$ cat src/inc/pfb_regs.svh
// Register offsets, field positions, commands and timing counts of the flash host.
`ifndef PFB_REGS_SVH
`define PFB_REGS_SVH

// ----------------------------------------------------------------------------
// Register word offsets
// ----------------------------------------------------------------------------
`define PFB_REG_CTRL     3'h0
`define PFB_REG_ADDR     3'h1
`define PFB_REG_DATA     3'h2
`define PFB_REG_STAT     3'h3
`define PFB_REG_COUNT    3'h4
`define PFB_REG_RDATA    3'h5

// ----------------------------------------------------------------------------
// Control and status fields
// ----------------------------------------------------------------------------
`define PFB_CTRL_START   0
`define PFB_CTRL_OP_LO   1
`define PFB_CTRL_OP_HI   3
`define PFB_CTRL_BYTE    4
`define PFB_CTRL_PROT    5
`define PFB_CTRL_ACCEL   6
`define PFB_STAT_BUSY    0
`define PFB_STAT_READY   1
`define PFB_STAT_NEED    2
`define PFB_STAT_ERR     3
`define PFB_STAT_TMO     4

// ----------------------------------------------------------------------------
// Command cycles
// ----------------------------------------------------------------------------
`define PFB_UNLOCK1_A    27'h0000555
`define PFB_UNLOCK2_A    27'h00002aa
`define PFB_UNLOCK1_D    16'h00aa
`define PFB_UNLOCK2_D    16'h0055
`define PFB_CMD_PROG     16'h00a0
`define PFB_CMD_BUF_LOAD 16'h0025
`define PFB_CMD_CONFIRM  16'h0029
`define PFB_CMD_RESET    16'h00f0

// ----------------------------------------------------------------------------
// Timing in nanoseconds and derived clock counts
// ----------------------------------------------------------------------------
`define PFB_CLK_NS       100
`define PFB_T_ACCESS_NS  100
`define PFB_T_WP_NS      50
`define PFB_T_RP_NS      500
`define PFB_T_READY_NS   10000
`define PFB_SYNC_CYC     16'h0003
`define PFB_ACCESS_CYC   16'((`PFB_T_ACCESS_NS + `PFB_CLK_NS - 1) / `PFB_CLK_NS)
`define PFB_WP_CYC       16'((`PFB_T_WP_NS + `PFB_CLK_NS - 1) / `PFB_CLK_NS)
`define PFB_RP_CYC       16'((`PFB_T_RP_NS + `PFB_CLK_NS - 1) / `PFB_CLK_NS)
`define PFB_READY_CYC    16'(`PFB_T_READY_NS / `PFB_CLK_NS)

`endif

$ cat src/inc/pfb_pkg.sv
// Types shared by the flash host files.
package pfb_pkg;

	// Operations that software can start.
	typedef enum logic [2:0]
	{
		OP_READ      = 3'h0,
		OP_PROG      = 3'h1,
		OP_BUF       = 3'h2,
		OP_ABORT_RST = 3'h3,
		OP_READ_RST  = 3'h4,
		OP_HW_RST    = 3'h5
	} pfb_op_t;

	// Pin sequencer states.
	typedef enum logic [2:0]
	{
		ST_IDLE     = 3'h0,
		ST_STEP     = 3'h1,
		ST_SETUP    = 3'h2,
		ST_PULSE    = 3'h3,
		ST_HOLD     = 3'h4,
		ST_READ     = 3'h5,
		ST_RST_LOW  = 3'h6,
		ST_RST_WAIT = 3'h7
	} pfb_state_t;

endpackage : pfb_pkg

$ cat src/core/pfb_sync3.sv
// Three-stage input synchroniser that accepts a bit once stages two and three agree.
`timescale 1ns/10ps
`default_nettype none

module pfb_sync3 #(
	parameter int WIDTH = 16
) (
	input  wire logic             clk_in,
	input  wire logic             reset_in,
	input  wire logic             enable_in,
	input  wire logic [WIDTH-1:0] pin_in,
	output logic      [WIDTH-1:0] value_out
);

	// ------------------------------------------------------------------------
	// State
	// ------------------------------------------------------------------------
	typedef struct packed
	{
		logic [WIDTH-1:0] s1;
		logic [WIDTH-1:0] s2;
		logic [WIDTH-1:0] s3;
		logic [WIDTH-1:0] val;
	} pfb_sync_t;

	pfb_sync_t st;
	pfb_sync_t next_st;

	// Shift the stages and take each bit whose later stages agree.
	always_comb
	begin
		next_st = st;
		next_st.s1 = pin_in;
		next_st.s2 = st.s1;
		next_st.s3 = st.s2;
		next_st.val = (st.s2 & ~(st.s2 ^ st.s3)) | (st.val & (st.s2 ^ st.s3));
	end

	// Register the state; reset clears every stage.
	always_ff @(posedge clk_in)
	begin
		if (reset_in)
			st <= '0;
		else if (enable_in)
			st <= next_st;
	end

	assign value_out = st.val;

endmodule : pfb_sync3

`default_nettype wire

$ cat src/core/pfb_host.sv
// Host controller that drives a parallel flash over its pins from Avalon registers.
//
// Overview of operation
// - Read by lowering chip select and output enable with write strobe high.
// - Each write: chip select low, output enable high, then pulse write low.
// - Issue only the fixed command codes, never a software-made opcode; unlisted ops 6 and 7 write DATA to ADDR as one plain cycle.
// - Buffer program: two unlocks, load, count minus one, pairs, confirm; the code skips the two unlocks when the ACCEL control bit is set.
// - After an abort, software sends the abort reset sequence before more.
//
// Local design decisions: the register offsets and the Avalon-MM slave port.
`timescale 1ns/10ps
`default_nettype none
`include "pfb_regs.svh"

module pfb_host #(
	parameter logic [15:0] ACCESS_CYC = `PFB_ACCESS_CYC,
	parameter logic [15:0] WP_CYC     = `PFB_WP_CYC,
	parameter logic [15:0] RP_CYC     = `PFB_RP_CYC,
	parameter logic [15:0] READY_CYC  = `PFB_READY_CYC
) (
	input  wire logic        clk_in,
	input  wire logic        reset_in,
	input  wire logic        ce_in,
	input  wire logic [4:0]  avs_address_in,
	input  wire logic        avs_read_in,
	input  wire logic        avs_write_in,
	input  wire logic [31:0] avs_writedata_in,
	input  wire logic [3:0]  avs_byteenable_in,
	output logic      [31:0] avs_readdata_out,
	output logic             avs_waitrequest_out,
	output logic      [25:0] flash_addr_out,
	output logic      [15:0] flash_data_out,
	output logic      [15:0] flash_data_oe_out,
	input  wire logic [15:0] flash_data_in,
	output logic             flash_ce_n_out,
	output logic             flash_we_n_out,
	output logic             flash_oe_n_out,
	output logic             flash_reset_n_out,
	output logic             flash_byte_n_out,
	output logic             protect_accel_n_out,
	output logic             accel_request_out,
	input  wire logic        ready_busy_in
);

	// ------------------------------------------------------------------------
	// State
	// ------------------------------------------------------------------------
	typedef struct packed
	{
		pfb_pkg::pfb_state_t fsm;
		pfb_pkg::pfb_op_t    op;
		logic [9:0]          step;
		logic [15:0]         cnt;
		logic [26:0]         addr;
		logic [15:0]         wdata;
		logic [7:0]          count;
		logic                byte_mode;
		logic                prot_low;
		logic                accel;
		logic                full;
		logic                last;
		logic [15:0]         rdata;
		logic                err;
		logic                tmo;
		logic                wreq;
		logic [31:0]         rdbus;
		logic [25:0]         pa;
		logic [15:0]         pd;
		logic [15:0]         pd_oe;
		logic                ce_n;
		logic                we_n;
		logic                oe_n;
		logic                rst_n;
		logic                byte_n;
		logic                prot_n;
	} pfb_host_t;

	pfb_host_t   st;
	pfb_host_t   next_st;
	logic [15:0] data_sync;
	logic        ready_sync;

	// Merge a write into a register under the byte enables.
	function automatic logic [31:0] merge(input logic [31:0] old,
		input logic [31:0] wd, input logic [3:0] be);
		logic [31:0] r;
		r = old;
		for (int i = 0; i < 4; i++)
			if (be[i])
				r[i*8 +: 8] = wd[i*8 +: 8];
		return r;
	endfunction : merge

	// Turn a word-mode command address into an item address for the mode.
	function automatic logic [26:0] cmd_addr(input logic [26:0] a,
		input logic bm);
		return bm ? {a[25:0], 1'b0} : a;
	endfunction : cmd_addr

	// ------------------------------------------------------------------------
	// Pin input synchronisers
	// ------------------------------------------------------------------------
	pfb_sync3 #(.WIDTH(16)) u_sync_data (
		.clk_in    (clk_in),
		.reset_in  (reset_in),
		.enable_in (ce_in),
		.pin_in    (flash_data_in),
		.value_out (data_sync)
	);

	pfb_sync3 #(.WIDTH(1)) u_sync_ready (
		.clk_in    (clk_in),
		.reset_in  (reset_in),
		.enable_in (ce_in),
		.pin_in    (ready_busy_in),
		.value_out (ready_sync)
	);

	// ------------------------------------------------------------------------
	// Next state: register bus, command steps and pin sequencing
	// ------------------------------------------------------------------------
	always_comb
	begin
		logic [26:0] it_a;
		logic [15:0] it_d;
		logic        it_last;
		logic        it_load;
		logic        need;
		logic        req;
		logic        stall;
		logic [9:0]  lidx;
		logic [31:0] w;
		it_a = st.addr;
		it_d = st.wdata;
		it_last = 1'b0;
		it_load = 1'b0;
		w = 32'h00000000;
		need = 1'b0;
		req = 1'b0;
		stall = 1'b0;
		lidx = st.step - 10'h004;
		next_st = st;
		next_st.wreq = 1'b1;

		// Command item for the current step of the running operation.
		unique case (st.op)
			pfb_pkg::OP_PROG, pfb_pkg::OP_BUF, pfb_pkg::OP_ABORT_RST:
			begin
				if (st.step == 10'h000)
				begin
					it_a = cmd_addr(`PFB_UNLOCK1_A, st.byte_mode);
					it_d = `PFB_UNLOCK1_D;
				end
				else if (st.step == 10'h001)
				begin
					it_a = cmd_addr(`PFB_UNLOCK2_A, st.byte_mode);
					it_d = `PFB_UNLOCK2_D;
				end
				else if (st.op == pfb_pkg::OP_ABORT_RST)
				begin
					it_a = cmd_addr(`PFB_UNLOCK1_A, st.byte_mode);
					it_d = `PFB_CMD_RESET;
					it_last = 1'b1;
				end
				else if (st.op == pfb_pkg::OP_PROG)
				begin
					if (st.step == 10'h002)
					begin
						it_a = cmd_addr(`PFB_UNLOCK1_A, st.byte_mode);
						it_d = `PFB_CMD_PROG;
					end
					else
						it_last = 1'b1;
				end
				else if (st.step == 10'h002)
					it_d = `PFB_CMD_BUF_LOAD;
				else if (st.step == 10'h003)
					it_d = {8'h00, st.count};
				else if (lidx <= {2'b00, st.count})
				begin
					// Loads walk upward from the start inside one page.
					it_a = st.addr + {17'h00000, lidx};
					it_load = 1'b1;
				end
				else
				begin
					it_d = `PFB_CMD_CONFIRM;
					it_last = 1'b1;
				end
			end
			pfb_pkg::OP_READ_RST:
			begin
				it_d = `PFB_CMD_RESET;
				it_last = 1'b1;
			end
			default:
				it_last = 1'b1;
		endcase

		need = (st.fsm == pfb_pkg::ST_STEP) && it_load && !st.full;
		req = avs_read_in || avs_write_in;
		stall = avs_write_in && st.full &&
			(avs_address_in[4:2] == `PFB_REG_DATA);

		// Bus slave: first cycle answers, second cycle takes effect.
		if (req && st.wreq && !stall)
		begin
			next_st.wreq = 1'b0;
			unique case (avs_address_in[4:2])
				`PFB_REG_CTRL:
					next_st.rdbus = {25'h0, st.accel, st.prot_low,
						st.byte_mode, st.op, 1'b0};
				`PFB_REG_ADDR:
					next_st.rdbus = {5'h00, st.addr};
				`PFB_REG_DATA:
					next_st.rdbus = {16'h0000, st.wdata};
				`PFB_REG_STAT:
					next_st.rdbus = {27'h0, st.tmo, st.err, need,
						ready_sync, st.fsm != pfb_pkg::ST_IDLE};
				`PFB_REG_COUNT:
					next_st.rdbus = {24'h000000, st.count};
				`PFB_REG_RDATA:
					next_st.rdbus = {16'h0000, st.rdata};
				default:
					next_st.rdbus = 32'h00000000;
			endcase
		end

		// Register writes that take effect on the accepting edge.
		if (avs_write_in && !st.wreq)
		begin
			unique case (avs_address_in[4:2])
				`PFB_REG_CTRL:
				begin
					w = merge({25'h0, st.accel, st.prot_low, st.byte_mode,
						st.op, 1'b0}, avs_writedata_in, avs_byteenable_in);
					if (st.fsm == pfb_pkg::ST_IDLE)
					begin
						next_st.accel = w[`PFB_CTRL_ACCEL];
						next_st.prot_low = w[`PFB_CTRL_PROT];
						next_st.byte_mode = w[`PFB_CTRL_BYTE];
						next_st.byte_n = !w[`PFB_CTRL_BYTE];
						next_st.prot_n = !w[`PFB_CTRL_PROT];
						// The lowest address pin is driven from the mode change on.
						next_st.pd_oe = w[`PFB_CTRL_BYTE] ? 16'h8000
							: 16'h0000;
						next_st.op = pfb_pkg::pfb_op_t'(
							w[`PFB_CTRL_OP_HI:`PFB_CTRL_OP_LO]);
						if (w[`PFB_CTRL_START])
						begin
							next_st.err = 1'b0;
							next_st.tmo = 1'b0;
							next_st.full = 1'b0;
							next_st.step = (w[`PFB_CTRL_ACCEL] &&
								w[`PFB_CTRL_OP_HI:`PFB_CTRL_OP_LO] != 3'h3)
								? 10'h002 : 10'h000;
							next_st.fsm = pfb_pkg::ST_STEP;
							if (w[`PFB_CTRL_OP_HI:`PFB_CTRL_OP_LO] == 3'h5)
								next_st.fsm = pfb_pkg::ST_RST_LOW;
							if (w[`PFB_CTRL_OP_HI:`PFB_CTRL_OP_LO] == 3'h2 &&
								(w[`PFB_CTRL_BYTE]
								? ({1'b0, st.addr[8:0]} + {2'b00, st.count})
								: ({2'b00, st.addr[7:0]} + {2'b00, st.count}))
								> (w[`PFB_CTRL_BYTE] ? 10'h1ff : 10'h0ff))
							begin
								next_st.err = 1'b1;
								next_st.fsm = pfb_pkg::ST_IDLE;
							end
							next_st.cnt = RP_CYC;
						end
					end
				end
				`PFB_REG_ADDR:
					if (st.fsm == pfb_pkg::ST_IDLE)
					begin
						w = merge({5'h00, st.addr}, avs_writedata_in,
							avs_byteenable_in);
						next_st.addr = w[26:0];
					end
				`PFB_REG_DATA:
				begin
					w = merge({16'h0000, st.wdata}, avs_writedata_in,
						avs_byteenable_in);
					next_st.wdata = w[15:0];
					if (st.fsm != pfb_pkg::ST_IDLE && st.op == pfb_pkg::OP_BUF)
						next_st.full = 1'b1;
				end
				`PFB_REG_COUNT:
					if (st.fsm == pfb_pkg::ST_IDLE)
						next_st.count = avs_writedata_in[7:0];
				default:
					next_st.count = st.count;
			endcase
		end

		// Pin sequencer.
		unique case (st.fsm)
			pfb_pkg::ST_IDLE:
				next_st.ce_n = 1'b1;
			pfb_pkg::ST_STEP:
			begin
				next_st.last = it_last;
				next_st.pa = st.byte_mode ? it_a[26:1] : it_a[25:0];
				next_st.pd = st.byte_mode ? {it_a[0], 7'h00, it_d[7:0]} : it_d;
				next_st.pd_oe = st.byte_mode ? 16'h8000 : 16'h0000;
				if (st.op == pfb_pkg::OP_READ)
				begin
					next_st.ce_n = 1'b0;
					next_st.oe_n = 1'b0;
					// One extra cycle: the last synchroniser stage lags by one.
					next_st.cnt = ACCESS_CYC + `PFB_SYNC_CYC + 16'h0001;
					next_st.fsm = pfb_pkg::ST_READ;
				end
				else if (!it_load || st.full)
				begin
					if (it_load)
						next_st.full = 1'b0;
					next_st.ce_n = 1'b0;
					next_st.oe_n = 1'b1;
					next_st.pd_oe = st.byte_mode ? 16'h80ff : 16'hffff;
					next_st.fsm = pfb_pkg::ST_SETUP;
				end
			end
			pfb_pkg::ST_SETUP:
			begin
				next_st.we_n = 1'b0;
				next_st.cnt = WP_CYC;
				next_st.fsm = pfb_pkg::ST_PULSE;
			end
			pfb_pkg::ST_PULSE:
			begin
				next_st.cnt = st.cnt - 16'h0001;
				if (st.cnt <= 16'h0001)
				begin
					next_st.we_n = 1'b1;
					next_st.fsm = pfb_pkg::ST_HOLD;
				end
			end
			pfb_pkg::ST_HOLD:
			begin
				next_st.ce_n = 1'b1;
				next_st.pd_oe = st.byte_mode ? 16'h8000 : 16'h0000;
				next_st.step = st.step + 10'h001;
				next_st.fsm = st.last ? pfb_pkg::ST_IDLE : pfb_pkg::ST_STEP;
			end
			pfb_pkg::ST_READ:
			begin
				next_st.cnt = st.cnt - 16'h0001;
				if (st.cnt <= 16'h0001)
				begin
					next_st.rdata = st.byte_mode ? {8'h00, data_sync[7:0]}
						: data_sync;
					next_st.ce_n = 1'b1;
					next_st.oe_n = 1'b1;
					next_st.fsm = pfb_pkg::ST_IDLE;
				end
			end
			pfb_pkg::ST_RST_LOW:
			begin
				next_st.rst_n = 1'b0;
				next_st.ce_n = 1'b1;
				next_st.we_n = 1'b1;
				next_st.oe_n = 1'b1;
				next_st.pd_oe = 16'h0000;
				// Count only once the pin is low, so it stays low RP cycles.
				if (!st.rst_n)
					next_st.cnt = st.cnt - 16'h0001;
				if (st.cnt <= 16'h0001 && !st.rst_n)
				begin
					next_st.rst_n = 1'b1;
					next_st.pd_oe = st.byte_mode ? 16'h8000 : 16'h0000;
					next_st.cnt = READY_CYC;
					next_st.fsm = pfb_pkg::ST_RST_WAIT;
				end
			end
			pfb_pkg::ST_RST_WAIT:
			begin
				next_st.cnt = st.cnt - 16'h0001;
				if (ready_sync && st.cnt + `PFB_SYNC_CYC < READY_CYC)
					next_st.fsm = pfb_pkg::ST_IDLE;
				else if (st.cnt <= 16'h0001)
				begin
					next_st.tmo = 1'b1;
					next_st.fsm = pfb_pkg::ST_IDLE;
				end
			end
		endcase
	end

	// Register the whole state; the clock enable freezes it.
	always_ff @(posedge clk_in)
	begin
		if (reset_in)
		begin
			st <= '0;
			st.wreq <= 1'b1;
			st.ce_n <= 1'b1;
			st.we_n <= 1'b1;
			st.oe_n <= 1'b1;
			st.rst_n <= 1'b1;
			st.byte_n <= 1'b1;
			st.prot_n <= 1'b1;
		end
		else if (ce_in)
			st <= next_st;
	end

	// Outputs come straight from the state flip-flops.
	assign avs_readdata_out = st.rdbus;
	assign avs_waitrequest_out = st.wreq;
	assign flash_addr_out = st.pa;
	assign flash_data_out = st.pd;
	assign flash_data_oe_out = st.pd_oe;
	assign flash_ce_n_out = st.ce_n;
	assign flash_we_n_out = st.we_n;
	assign flash_oe_n_out = st.oe_n;
	assign flash_reset_n_out = st.rst_n;
	assign flash_byte_n_out = st.byte_n;
	assign protect_accel_n_out = st.prot_n;
	assign accel_request_out = st.accel;

	logic [15:0] we_low_cnt;

	// Count how long the write strobe has been low.
	always_ff @(posedge clk_in)
	begin
		if (reset_in || st.we_n)
			we_low_cnt <= 16'h0000;
		else if (ce_in)
			we_low_cnt <= we_low_cnt + 16'h0001;
	end
endmodule : pfb_host

`default_nettype wire

$ cat config.mk
export PLATFORM = sky130hd
export DESIGN_NAME = pfb_host
export DESIGN_NICKNAME = d
export VERILOG_FILES = /design/src/inc/pfb_pkg.sv /design/src/core/pfb_sync3.sv /design/src/core/pfb_host.sv
export VERILOG_INCLUDE_DIRS = /design/src /design/src/inc
export SDC_FILE = /design/constraint.sdc
export NUM_CORES = 1
export LEC_CHECK = 0
export BUFFER_PORTS_ARGS = -buffer_cell sky130_fd_sc_hd__buf_2
export CORE_UTILIZATION = 35
export CTS_CLUSTER_DIAMETER = 50
export DETAILED_ROUTE_END_ITERATION = 8
export PLACE_DENSITY = 0.62
export SLEW_MARGIN = 30
export SYNTH_ARGS = -nofsm -noshare
export SYNTH_HDL_FRONTEND = slang
export SYNTH_SLANG_ARGS = --single-unit
export TNS_END_PERCENT = 10
$ cat constraint.sdc
create_clock -name clk_in -period 3.65 [get_ports clk_in]
set_input_delay 0.5475 -clock clk_in [delete_from_list [all_inputs] [get_ports clk_in]]
set_output_delay 0.5475 -clock clk_in [all_outputs]
set_load 0.01 [all_outputs]
Yosys cells after proc, flatten, opt, wreduce, memory -nomap -nowiden
Index checks and enable logic that the tools add are counted.
{ "totals": {"ff_bits": 271, "latchBits": 0, "ram_bits": 0, "rom_bits": 0, "inputBits": 63, "output_inout_bits": 98, "elab_cells": 255, "memories": 0} }
{ "op_classes": {"addsub": 7, "mul": 0, "n_div": 0, "order_cmp": 4, "eq_ne": 25, "shift": 0, "mux": 114, "bitwise": 10, "n_reduce_logical": 57} }
{ "op_table": {"columns": ["cell", "n"], "rows": [
  ["two-way mux 16 bit", 21],
  ["two-way mux 27 bit", 11],
  ["one-hot mux 27 bit (6 select lines)", 1],
  ["two-way mux 87 bit", 1],
  ["two-way mux 32 bit", 2],
  ["one-hot mux 16 bit (4 select lines)", 1],
  ["two-way mux 8 bit", 7],
  ["two-way mux 26 bit", 2],
  ["one-hot mux 16 bit (3 select lines)", 1],
  ["two-way mux 1 bit", 36],
  ["two-way mux 3 bit", 11],
  ["two-way mux 33 bit", 1],
  ["bitwise AND 16 bit", 2],
  ["one-hot mux 16 bit (2 select lines)", 1],
  ["AND reduction 5 bit", 6],
  ["AND reduction 4 bit", 7],
  ["adder 27 x 10 -> 27 bit", 1],
  ["== test 3 bit (second input constant)", 8],
  ["== test 3 x 2 -> 1 bit (second input constant)", 7],
  ["two-way mux 7 bit", 3],
  ["one-hot mux 3 bit (7 select lines)", 1],
  ["== test 10 x 2 -> 1 bit (second input constant)", 2],
  ["two-way mux 10 bit", 2],
  ["two-way mux 17 bit", 1],
  ["other kinds (41)", 81]
]} }

Longest topological paths before layout
{ "depth": {"word_depth": 15, "depth_mapped": 15, "depth_no_buf": 13} }

Cells and area by module
A second synthesis with hierarchy kept.
{ "unflattened": {"hier_cells": 1929, "area_unflattened_um2": 15476.1} }
{ "by_module_without_submodules": {"columns": ["module", "instances", "cells_each", "area_per_inst_um2", "seq_area_each_um2"], "rows": [
  ["pfb_host", 1, 1639, 12454.4, 3703.6],
  ["pfb_sync3 (u_sync_data)", 1, 274, 2850.2, 1281.2],
  ["pfb_sync3 (u_sync_ready)", 1, 16, 171.4, 80.1]
]} }

Worst setup path before layout
Ideal clock, no wire load.
{ "synth_path": {"path_type": "flip-flop to flip-flop", "from": "register st[191] in the netlist's numbering", "to": "register st (netlist bit flash_addr_out[16])", "setup_ps": 138, "arrival_ps": 2970, "required_ps": 3512, "path_slack_ps": 542, "stages_incl_launch_ff": 15, "path_buffers": 2, "period_less_slack_ps": 3108, "path_cell_list": "dfxtp_1 > buf_4 > nor4_4 > buf_2 > nand2_1 > xnor2_1 > ha_1 > nand2_1 > a21oi_1 > o211ai_1 > a211oi_2 > nand4_1 > a21o_1 > a21oi_1 > o221ai_1"} }
{ "synth_between": {"elab_chain_len": 11, "word_cells_on_any_way": 17, "classes_between": "add/sub (2); order compare (1); eq/ne (3); mux (10); reduce/logical (1)"} }
{ "synth_rtl": {"columns": ["item", "line_no", "rtl"], "rows": [
  ["start, declared", "pfb_host.sv:78", "pfb_host_t st;"],
  ["start signal, assigned", "pfb_host.sv:405", "st <= next_st;"],
  ["subtractor 10 x 3 -> 10 bit", "pfb_host.sv:141", "lidx = st.step - 10'h004;"],
  ["adder 27 x 10 -> 27 bit or <= comparator 10 x 8 -> 1 bit (tied branches)", "pfb_host.sv:182, pfb_host.sv:179", null],
  ["two-way mux 27 bit", "pfb_host.sv:179", "else if (lidx <= {2'b00, st.count})"],
  ["two-way mux 27 bit", "pfb_host.sv:177", "else if (st.step == 10'h003)"],
  ["two-way mux 27 bit", "pfb_host.sv:175", "else if (st.step == 10'h002)"],
  ["two-way mux 27 bit", "pfb_host.sv:165", "else if (st.op == pfb_pkg::OP_PROG)"],
  ["two-way mux 27 bit", "pfb_host.sv:159", "else if (st.op == pfb_pkg::OP_ABORT_RST)"],
  ["two-way mux 27 bit", "pfb_host.sv:154", "else if (st.step == 10'h001)"],
  ["two-way mux 27 bit *", "pfb_host.sv:149", "if (st.step == 10'h000)"],
  ["two-way mux 27 bit *", "pfb_host.sv:146", "unique case (st.op)"],
  ["two-way mux 26 bit *", "pfb_host.sv:303", "next_st.pa = st.byte_mode ? it_a[26:1] : it_a[25:0];"]
]} }
Every way passes the cells marked *; elsewhere a longest branch is shown, timed or not.
A chain may end at the register's enable or synchronous reset.

Worst setup path after layout
{ "layout_path": {"from": "register st[190] in the netlist's numbering", "to": "register st (netlist bit flash_addr_out[4])"} }
The elaborated chain is that of the path after synthesis.

==> results.txt <==
Die Span X = 204 um
CTS Buffer Depth = 3
Num CTS Buffers = 35
Async SR Flop Fraction = 0%
Root Driver = clkbuf_16
register area share after synthesis = 35.6%
sequential share of power = 42.0%
H-tree depth = 2
Post-Synth Simple-Gate Area = 22.4%
first-pass GRT wire length = 73,000 um
final hold violations = 0
Core ar. = 39,900 um^2
Period minus WS final = 3370 ps
drt wl/cell = 19.4 um
Area Overhead vs Synth = 14.0%
setup TNS = 0 ps
adder-cell share of the synthesized area = 3.27%
vias post-DR = 13,600
largest family of logic cells by synthesized area = compound AO/OA/AOI/OAI gates
Site Rows = 73
switch share = 27.1%
Initial DRT Pass Iterations = 6
Final Routed Wirelength = 47,100 um
Detail Route Antenna Nets = 0
pwr dens = 426 nW/um^2
Leak = 6.40 nW
CP Capture Type = flop
Mapped Area = 14,200 um^2
post-route clock period utilization = 92.2%
Worst EP arrival = 3820 ps
Via density = 5.59
vias in the first global route = 12,900
Max-slew headroom = 39.7%
Hold WS = 249 ps
pin count of the biggest net entering global routing = 101
status = finished clean
worst skew pair latency = 530 ps
crit path kind = reg -> reg
FF+latch count, synth = 253
Avg Inst Size Synth = 7.75 um^2
Compound-Gate Fraction of Synth Area = 23.1%
worst min path class = in -> reg
post-CTS setup buffer count = 0
Syn. warnings = 0
Layout Nets = 1,980
initial core utilization = 35.7%
Critical Path Fanout Max = 8
Logic pwr share = 9.9%
startpoint class of the critical path = flop
Cell variety after synth = 87
post-synthesis mux area share = 5.25%
xor and xnor area share after synthesis = 1.17%
required time worst endpoint = 4100 ps
maximum VDD drop = 0.352 mV
RSZ-0062 raised after global routing = no
Die Footprint = 41,500 um^2
gr ovfl total = 0
final core occ = 40.7%
Slew @ Worst Pin = 902 ps
total power = 0.00691 W
share of layout cells above drive strength 1 = 16.0%
post-detail-place hpwl = 34,400 um
Clock Pin Slew Worst Setup and Hold Paths = 60 ps
final setup vio count = 0
port bufs = 148
initial antenna violation count = 1
pins over their slew limit = 0
Clk pwr share = 48.1%
prevailing post-synth register cell = dfxtp_1
Residual DRC = 0
Achievable Freq = 0.297 GHz
Num Clock Sinks = 253
max cap viols = 0
Placer Congestion = 1.00
number of DRC markers in iteration 0 = 1,065
CTS tree = done
Total Routing Usage GR = 22.4%
Psw = 0.00188 W
internal power = 0.00504 W
number of synthesized flops with an enable pin = 0
Synth Instances = 1,837
top-level port count = 161
Clock Skew = 22.1 ps
Die Y = 204 um
-- worst paths after layout --
check	from	to	slack [ps]	cells after the start
setup / recovery	st[190]	flash_addr_out[4]	280	14
hold / removal	flash_data_in[12]	u_sync_data.next_st[44]	250	3
setup reg to reg	st[190]	flash_addr_out[4]	280	14
hold reg to reg	avs_readdata_out[20]	avs_readdata_out[20]	450	2
-- timing repair --
item | 4_1_cts | 5_1_grt
endpoints found under the setup margin | 0 | 18
gates resized for setup | 0 | 2
hold buffers | 0 | 0
-- area by class of cell --
class / count / area (um^2)
inverter: 32 / 120
clock inverter: 22 / 236
tap: 525 / 657
sequential: 253 / 5060
clock buffer: 38 / 907
fill: 4051 / 23700
timing repair buffer: 222 / 1330
antenna: 2 / 5.00
multi-input combinational: 1337 / 7910
-- power by group through the flow --
| stage | Clock, W | Sequential [W] | Combinational [W] |
|---|---|---|---|
| floorplan | 0 | 0.00292 | 0.000503 |
| global placement | 0 | 0.00296 | 0.000664 |
| detailed placement | 0 | 0.00296 | 0.000672 |
| CTS | 0.00342 | 0.00290 | 0.000676 |
| global route | 0.00353 | 0.00291 | 0.000749 |
| finish | 0.00333 | 0.00290 | 0.000683 |
-- cell usage after synthesis, types with 5 or more instances --
library cell	instances	area [um^2]
a211oi_1	39	293
a21o_1	28	210
a21oi_1	177	886
a221oi_1	6	52.6
a22oi_1	26	195
a311oi_1	7	61.3
a31oi_1	14	87.6
and2_1	8	50.1
and3_1	14	87.6
buf_1	5	18.8
buf_2	10	50.1
buf_4	93	698
clkbuf_1	108	405
dfxtp_1	253	5060
ha_1	34	425
inv_1	31	116
mux2i_1	69	691
nand2_1	226	848
nand2b_1	10	62.6
nand3_1	74	370
nand3b_1	26	195
nand4_1	15	93.8
nand4b_1	6	52.6
nor2_1	210	788
nor2b_1	8	50.1
nor3_1	46	230
nor3b_1	5	37.5
nor4_1	7	43.8
o211ai_1	18	135
o21a_1	10	75.1
o21ai_0	94	470
o21bai_1	5	37.5
o221ai_1	14	123
o22ai_1	7	43.8
o31a_1	5	43.8
o31ai_1	11	82.6
o32ai_1	5	43.8
or3_1	13	81.3
xnor2_1	12	105
xor2_1	7	61.3
-- flip-flops by register name, indices dropped and copies added (netlist names), named ones only --
register	cells
accel_request_out	1
avs_readdata_out	27
avs_waitrequest_out	1
flash_addr_out	26
flash_byte_n_out	1
flash_ce_n_out	1
flash_data_oe_out	3
flash_data_out	16
flash_oe_n_out	1
flash_reset_n_out	1
flash_we_n_out	1
protect_accel_n_out	1
st	105
u_sync_data.next_st	32
u_sync_data.st	16
u_sync_ready.next_st	2
u_sync_ready.st	1
-- metrics by stage --
stage               area (um^2)  std cells  worst slack [ps]
detailed placement        15100       2369               191
floorplan                 14300       1841               542
finish                    16200       2431               284
CTS                       16200       2429               200
global placement          15100       2369               279
global route              16200       2429              13.6
-- cells by family (layout without fill, tap and decap cells) --
kind of cell,Yosys count,count (layout)
AND/OR/NAND/NOR,690,690
multiplexers,73,73
other,1,7
AO/OA/AOI/OAI,514,514
adder cells (fa/ha/maj),36,36
flip-flops,253,253
XOR/XNOR,19,19
buffers and inverters,251,314
-- metal layers --
layer / global-route usage (%) / wire [um] / vias up
li1: - / - / 6574
met1: 30.3 / 21000 / 6367
met2: 34.8 / 20400 / 561
met3: 5.51 / 4420 / 89
met4: 6.66 / 1260 / 2
met5: 0.952 / 50 / -
-- layout by cell type, fill, tap and decap left out, types with 12 or more instances in the layout --
master	instances
a31oi_1	14
a211oi_1	39
nand2_1	226
nand3b_1	26
buf_4	73
nand3_1	73
a22oi_1	26
or3_1	13
nor3_1	45
clkbuf_16	35
o221ai_1	14
and3_1	14
a21o_1	28
nor2_1	210
ha_1	34
xnor2_1	12
o21ai_0	94
buf_2	146
dfxtp_1	253
mux2i_1	69
inv_1	31
nand4_1	15
a21oi_1	177
o211ai_1	18
-- critical path, stage by stage (launching register included) --
cell	delay, ps
dfxtp_1	350
inv_1	120
ha_1	210
nand2_1	80
xnor2_1	280
ha_1	310
o21a_1	190
o22ai_1	120
a21oi_1	140
or2_4	350
or4_4	570
a21oi_2	200
nor3_1	80
buf_4	140
o221ai_1	150
(Power assumes the default switching activity.)
